**src/rtl/lwsr_pkg.sv**
```systemverilog
// package for the late-write sync ram cycle decoder
// assumes a single clock domain, no software-visible registers
package lwsr_pkg;
    localparam int LWSR_BYTE_W = 9;
    localparam int LWSR_BYTES = 4;
    localparam int LWSR_DATA_W = LWSR_BYTE_W * LWSR_BYTES;
    localparam int LWSR_ADDR_W = 17;
    localparam logic [3:0] LWSR_ALL_BYTES_N = 4'h0;
    localparam logic [3:0] LWSR_NO_BYTES_N = 4'hf;
    localparam logic [35:0] LWSR_DOUT_RST = 36'h0_0000_0000;
    typedef enum logic [1:0] {
        LWSR_IDLE = 2'b00,
        LWSR_READ = 2'b01,
        LWSR_WRITE = 2'b11
    } lwsr_op_t;
endpackage

```
**src/rtl/lwsr_array.sv**
```systemverilog
// word array with per-byte write enables and combinational read data
// assumes address and enables are already aligned to the data cycle
`timescale 1ns/1ns
module lwsr_array
    import lwsr_pkg::*;
#(
    parameter int ADDR_W = 6,
    parameter int BYTE_W = LWSR_BYTE_W,
    parameter int BYTES = LWSR_BYTES
)
(
    input wire logic i_clk,
    input wire logic [ADDR_W-1:0] i_waddr,
    input wire logic [BYTES-1:0] i_wbe,
    input wire logic [BYTE_W*BYTES-1:0] i_wdata,
    input wire logic [ADDR_W-1:0] i_raddr,
    output logic [BYTE_W*BYTES-1:0] o_rdata
);
    // ****************************************
    // per-byte write lanes
    // ****************************************
    // one storage array per lane, so each lane has a single writer
    for (genvar b = 0; b < BYTES; b++)
    begin : g_lane
        logic [BYTE_W-1:0] lane_q [2**ADDR_W];
        always_ff @(posedge i_clk)
        begin
            if (i_wbe[b])
            begin
                lane_q[i_waddr] <= i_wdata[b*BYTE_W +: BYTE_W];
            end
        end
        assign o_rdata[b*BYTE_W +: BYTE_W] = lane_q[i_raddr];
    end
endmodule

```
**src/rtl/lwsr_top.sv**
```systemverilog
// cycle decoder of a synchronous late-write ram, 36-bit bus in four 9-bit bytes
// assumes the controller drives all control pins in the i_clk domain; dq is split
// into input, output and output enable, resolved outside
`timescale 1ns/1ns
// Summary of operation
// - read selected: drive all 36 bits next cycle, byte strobes ignored
// - only byte 0 strobe low: float bus, capture bits 0-8 next cycle
// - only byte 1 strobe low: float bus, capture bits 9-17 next cycle
// - only byte 2 strobe low: float bus, capture bits 18-26 next cycle
// - only byte 3 strobe low: float bus, capture bits 27-35 next cycle
// - all byte strobes low: float bus, write full word next cycle
// - sleep high: ignore all synchronous inputs, bus in high impedance
// - deselect or read select changes drivers only after next edge
// - write strobe low turns drivers off only after next edge
module lwsr_top
    import lwsr_pkg::*;
#(
    parameter int ADDR_W = 6
)
(
    input wire logic i_clk,
    input wire logic i_rstn,
    input wire logic i_sleep_request,
    input wire logic i_chip_select_n,
    input wire logic i_sync_write_n,
    input wire logic i_byte_strobe_0_n,
    input wire logic i_byte_strobe_1_n,
    input wire logic i_byte_strobe_2_n,
    input wire logic i_byte_strobe_3_n,
    input wire logic [ADDR_W-1:0] i_addr,
    input wire logic [LWSR_DATA_W-1:0] i_dq,
    output logic [LWSR_DATA_W-1:0] o_dq,
    output logic [LWSR_DATA_W-1:0] o_dq_oe
);
    // ****************************************
    // reset release
    // ****************************************
    logic rst_meta_q;
    logic rst_sync_q;
    always_ff @(posedge i_clk or negedge i_rstn)
    begin
        if (!i_rstn)
        begin
            rst_meta_q <= 1'b0;
            rst_sync_q <= 1'b0;
        end
        else
        begin
            rst_meta_q <= 1'b1;
            rst_sync_q <= rst_meta_q;
        end
    end
    wire rstn = rst_sync_q;

    // ****************************************
    // input synchronisers (pins from outside)
    // ****************************************
    localparam int CW = 7 + ADDR_W;
    logic [CW-1:0] pin_meta_q;
    logic [CW-1:0] pin_q;
    logic [LWSR_DATA_W-1:0] dq_meta_q;
    logic [LWSR_DATA_W-1:0] dq_q;
    wire [CW-1:0] pin_raw = {i_addr, i_byte_strobe_3_n, i_byte_strobe_2_n, i_byte_strobe_1_n,
        i_byte_strobe_0_n, i_sync_write_n, i_chip_select_n, i_sleep_request};
    // control pins, two stages each, reset to a deselect
    always_ff @(posedge i_clk or negedge rstn)
    begin
        if (!rstn)
        begin
            pin_meta_q <= {{ADDR_W{1'b0}}, 7'h7e};
            pin_q <= {{ADDR_W{1'b0}}, 7'h7e};
        end
        else
        begin
            pin_meta_q <= pin_raw;
            pin_q <= pin_meta_q;
        end
    end

    // ****************************************
    // data bus synchroniser
    // ****************************************
    // same depth as the control path, so late write data stays one cycle behind its command
    always_ff @(posedge i_clk or negedge rstn)
    begin
        if (!rstn)
        begin
            dq_meta_q <= LWSR_DOUT_RST;
            dq_q <= LWSR_DOUT_RST;
        end
        else
        begin
            dq_meta_q <= i_dq;
            dq_q <= dq_meta_q;
        end
    end

    wire sleep = pin_q[0];
    wire cs_n = pin_q[1];
    wire we_n = pin_q[2];
    wire [3:0] bs_n = pin_q[6:3];
    wire [ADDR_W-1:0] addr = pin_q[CW-1:7];

    // ****************************************
    // cycle decode
    // ****************************************
    // sleep gates everything
    wire awake = !sleep;
    wire rd_sel = awake && !cs_n && we_n;
    wire wr_cmd = awake && !cs_n && !we_n;
    logic [3:0] wr_be;
    for (genvar b = 0; b < LWSR_BYTES; b++)
    begin : g_be
        assign wr_be[b] = wr_cmd && !bs_n[b];
    end
    wire wr_sel = |wr_be;
    wire we_kill = awake && !we_n;

    lwsr_op_t op_d;
    lwsr_op_t op_q;
    logic [ADDR_W-1:0] addr_q;
    logic [3:0] be_q;
    assign op_d = rd_sel ? LWSR_READ
        : (wr_sel ? LWSR_WRITE : LWSR_IDLE);

    always_ff @(posedge i_clk or negedge rstn)
    begin
        if (!rstn)
        begin
            op_q <= LWSR_IDLE;
        end
        else
        begin
            op_q <= op_d;
        end
    end

    // address held for the late data cycle
    always_ff @(posedge i_clk or negedge rstn)
    begin
        if (!rstn)
        begin
            addr_q <= '0;
        end
        else if (rd_sel || wr_sel)
        begin
            addr_q <= addr;
        end
    end

    always_ff @(posedge i_clk or negedge rstn)
    begin
        if (!rstn)
        begin
            be_q <= 4'h0;
        end
        else
        begin
            be_q <= wr_be;
        end
    end

    // ****************************************
    // storage, late write data one cycle on
    // ****************************************
    wire [3:0] array_be = (op_q == LWSR_WRITE && awake) ? be_q : 4'h0;
    logic [LWSR_DATA_W-1:0] rdata;
    lwsr_array #(
        .ADDR_W(ADDR_W)
    ) u_array (
        .i_clk(i_clk),
        .i_waddr(addr_q),
        .i_wbe(array_be),
        .i_wdata(dq_q),
        .i_raddr(addr),
        .o_rdata(rdata)
    );

    // ****************************************
    // output register and drivers
    // ****************************************
    // read after write: same address forwards pending write bytes
    logic [LWSR_DATA_W-1:0] fwd;
    always_comb
    begin
        fwd = rdata;
        for (int b = 0; b < LWSR_BYTES; b++)
        begin
            if (array_be[b] && addr_q == addr)
            begin
                fwd[b*LWSR_BYTE_W +: LWSR_BYTE_W] = dq_q[b*LWSR_BYTE_W +: LWSR_BYTE_W];
            end
        end
    end

    // drive on next cycle unless write or sleep
    wire drive_d = rd_sel && !we_kill;
    logic [LWSR_DATA_W-1:0] dout_q;
    logic [LWSR_DATA_W-1:0] oe_q;
    // read data holds until the next read
    always_ff @(posedge i_clk or negedge rstn)
    begin
        if (!rstn)
        begin
            dout_q <= LWSR_DOUT_RST;
        end
        else if (rd_sel)
        begin
            dout_q <= fwd;
        end
    end

    // enables stand for one cycle per read
    always_ff @(posedge i_clk or negedge rstn)
    begin
        if (!rstn)
        begin
            oe_q <= '0;
        end
        else
        begin
            oe_q <= {LWSR_DATA_W{drive_d}};
        end
    end
    assign o_dq = dout_q;
    assign o_dq_oe = oe_q;
endmodule

```
**config.mk**
```make
export PLATFORM = sky130hd
export DESIGN_NAME = lwsr_top
export DESIGN_NICKNAME = d
export VERILOG_FILES = /design/src/rtl/lwsr_pkg.sv /design/src/rtl/lwsr_array.sv /design/src/rtl/lwsr_top.sv
export SDC_FILE = /design/constraint.sdc
export NUM_CORES = 2
export LEC_CHECK = 0
export BUFFER_PORTS_ARGS = -buffer_cell sky130_fd_sc_hd__buf_2
export CORE_MARGIN = 5
export CORE_UTILIZATION = 31
export CTS_CLUSTER_SIZE = 14
export DETAILED_ROUTE_END_ITERATION = 6
export PLACE_DENSITY_LB_ADDON = 0.2
export SLEW_MARGIN = 20
export SYNTH_ARGS = -nofsm -noshare
export SYNTH_HDL_FRONTEND = slang
export SYNTH_SLANG_ARGS = --single-unit
```
**constraint.sdc**
```tcl
create_clock -name i_clk -period 7.6 [get_ports i_clk]
set_clock_uncertainty 0.2 [all_clocks]
set_input_delay 0.38 -clock i_clk [delete_from_list [all_inputs] [get_ports i_clk]]
set_output_delay 0.38 -clock i_clk [all_outputs]
set_load 0.02 [all_outputs]
```
==> impl_metrics.py <==
metrics = {
    "floorplan": {
        "core_um2": 300000,
        "fp.dieH_um": 559.2,
        "rows": 201,
        "initial_core_util_pct": 31.16,
        "ios": 123,
        "die_w_um": 559.2,
        "die_area_um2": 312700,
    },
    "yosys": {
        "synth_seq_area_share_pct": 78.01,
        "yosysUniqueCellTypes": 65,
        "yosysTopAreaCell": "edfxtp_1",
        "synthFlopType": "edfxtp_1",
        "synth_cells": 4331,
        "synth_top_family_by_area": "multiplexers",
        "synthAdderAreaFrac_pct": 0,
        "synth_top_area_share_pct": 74.01,
        "ys.warnings.count": 0,
        "synth_top_cells_by_area": "edfxtp_1 74%, mux4_2 14%, dfrtp_1 3.7%",
        "ys_ff_latch": 2453,
        "synthArstFlopShare_pct": 6.074,
        "syn_nets": 4382,
        "yosys.area_share.simple_pct": 2.440,
        "synth_compound_area_share_pct": 2.728,
        "synth-edff-count": 2304,
        "syn-mean-instance-area_um2": 21.59,
        "synthMuxAreaShare_pct": 15.09,
        "synth_area_um2": 93490,
        "synth_xor_area_share_pct": 0.05621,
    },
    "route": {
        "drc": 0,
        "wl_mm": 279.5,
        "drt_first_pass_iters": 6,
        "dr.first_iter.drc_count": 5069,
        "ant_nets": 0,
        "vias": 45750,
        "wl_per_cell_um": 31.61,
        "avgViaCountPerCell": 5.175,
    },
    "timing": {
        "setup_viol": 0,
        "max_clock_freq_mhz": 237.4,
        "slew_violations": 0,
        "maxSlewHeadroom_pct": 19.84,
        "hold_viol": 0,
        "period_minus_slack_ns": 4.212,
        "fin_crit_sh_pct": 55.43,
        "worst_pin_slew_ns": 1.198,
        "tns_ns": 0,
        "rsz0062_at_grt": "no",
    },
    "grt": {
        "grt_overflow": 0,
        "grt_max_degree": 95,
        "antenna_found_initial": 14,
        "grt_pass1_vias": 47020,
        "grt_usage_pct": 17.46,
        "grt_pass1_wl_mm": 388.5,
    },
    "clocking": {
        "clock_sinks": 2453,
        "cts_max_level": 5,
        "cts_tree": "done",
        "ctsRootBufferMaster": "clkbuf_16",
        "worstSkewPairLatency_ns": 0.87,
        "clk_pin_slew_ns": 0.06,
        "numCtsBuffers": 278,
        "clockBufferDepth": 4,
        "post-cts-setup-buffers": 0,
        "ctsResizeCount": 0,
    },
    "placed_design": {
        "dpl-instance-area_um2": 98870,
        "port_buffers": 122,
        "hpwl_mm": 168.3,
        "placed_cells": 8248,
        "gp_congestion": 0.7664,
    },
    "pwr": {
        "fin_total_pwr_uw": 29540,
        "internal-power_uw": 23010,
        "peakVddDrop_mv": 0.1979,
        "total_leakage_power_uw": 0.03367,
        "combPwrFrac_pct": 5.1,
        "seqPwrFrac_pct": 50.8,
        "p_per_area_nw_per_um2": 271.9,
        "p_sw_uw": 6532,
        "clkPwrFrac_pct": 44.1,
        "p_sw_share_pct": 22.11,
    },
    "run_status": {
        "status": "finished clean",
    },
    "layout": {
        "fin_cells": 8841,
        "layout.nets": 4716,
        "syn2layout_area_growth_pct": 16.21,
        "drive_gt1_share_pct": 28.05,
        "num-fill-cells": 27520,
        "final_area_um2": 108600,
    },
    "setup_path": {
        "path_max_fanout": 29,
        "cp.required_ns": 8.18,
        "cp-start-kind": "flip-flop",
        "crit_arrival_ns": 4.80,
        "worst-setup-path-type": "reg -> reg",
        "cp-end-kind": "flip-flop",
        "reg2regPathDepth": 6,
    },
    "job": {
        "drv_cap": 0,
    },
    "worst_hold_path": {
        "holdPathStages": 2,
        "min_path_type": "in -> reg",
    },
}
[cells in the mapped netlist, drive strengths merged, types with 22 or more instances]
master  instances
clkbuf        119
dfrtp         137
mux4          597
nand2         141
buf           166
mux2i          48
a21oi          88
a22oi         172
o21ai          23
nor4           22
edfxtp       2304
nor2          290
[what timing repair did]
action / CTS / global route
setup endpoints to repair: 0 / 0
hold buffers: 95 / 0
hold endpoints to repair: 51 / 0
[power by group through the flow]
stage                     combinational [µW]  sequential, µW  clock [µW]
after floorplan                          748           15300           0
after global routing                    1580           15000       13900
final                                   1500           15000       13000
after global placement                  1460           15300           0
after detailed placement                1480           15300           0
after CTS                               1520           15000       13300
[worst paths after layout]
| path | from | endpoint | slack (ns) |
|---|---|---|---|
| setup reg to reg | pin_q[10] | o_dq[17] | 3.39 |
| max in group asynchronous | rst_sync_q | dq_q[25] | 5.50 |
| min in group asynchronous | i_rstn | rst_sync_q | 0.20 |
| hold / removal | i_addr[0] | pin_meta_q[7] | 0.02 |
| hold reg to reg | dq_meta_q[7] | dq_q[7] | 0.15 |
| setup / recovery | pin_q[10] | o_dq[17] | 3.39 |
[cells by family after synthesis]
kind of cell	after synthesis
flops	2453
mux	661
simple gates	537
compound gates	367
buf+inv	306
xor+xnor	6
other cells	1
[registers in the layout, indices dropped and copies added (netlist names)]
name and flops:
u_array.g_lane.lane_q 2304, dq_meta_q 36, dq_q 36, o_dq 36, pin_meta_q 13, pin_q 13, addr_q 6, be_q 4
op_q 2, o_dq_oe 1, rst_meta_q 1, rst_sync_q 1
[worst max-delay path, cell delays in order (launching register included)]
cell	delay, ns
dfrtp_4	0.87
buf_4	0.62
xnor2_1	0.23
nand4_2	0.55
or3_1	0.82
o211ai_1	0.62
a211o_1	0.17
[placed cells by master (no fill, tap or decap), drive strengths merged, types with 88 or more instances in the layout]
| cell | Yosys | routed |
|---|---|---|
| a21oi | 88 | 88 |
| a22oi | 172 | 172 |
| buf | 166 | 244 |
| clkbuf | 119 | 375 |
| dfrtp | 137 | 137 |
| dlygate4sd3 | 0 | 95 |
| edfxtp | 2304 | 2304 |
| mux4 | 597 | 597 |
| nand2 | 141 | 141 |
| nor2 | 290 | 290 |
[layer usage]
metal | wire, µm | GRT usage [%] | part of all wire [%]
met5 | 80 | 0 | 0.029
met4 | 7075 | 4.015 | 2.5
met3 | 16730 | 3.048 | 6.0
met2 | 135200 | 28.60 | 48
met1 | 120400 | 24.40 | 43
[stage by stage]
step	setup slack, ns	utilization (%)	hold slack, ns
floorplan	2.962	-	-0.1156
global placement	3.462	32.92	-0.03526
detailed placement	3.444	32.95	-0.03135
CTS	3.421	36.18	0.009873
global route	3.189	36.20	-0.008642
finish	3.388	36.21	0.01878
[area by class of cell]
cell class | instances | area (µm²) | share of cell area [%]
diodes | 9 | 22.52 | 0.02073
repair buffers | 339 | 2651 | 2.440
inverters | 21 | 81.33 | 0.07486
clock inverters | 114 | 1056 | 0.9720
multi-input cells | 1572 | 19220 | 17.69
well taps | 3958 | 4952 | 4.558
flip-flops and latches | 2453 | 73000 | 67.19
clock buffers | 375 | 7660 | 7.051
No activity file was read; power rests on OpenSTA's default activity.
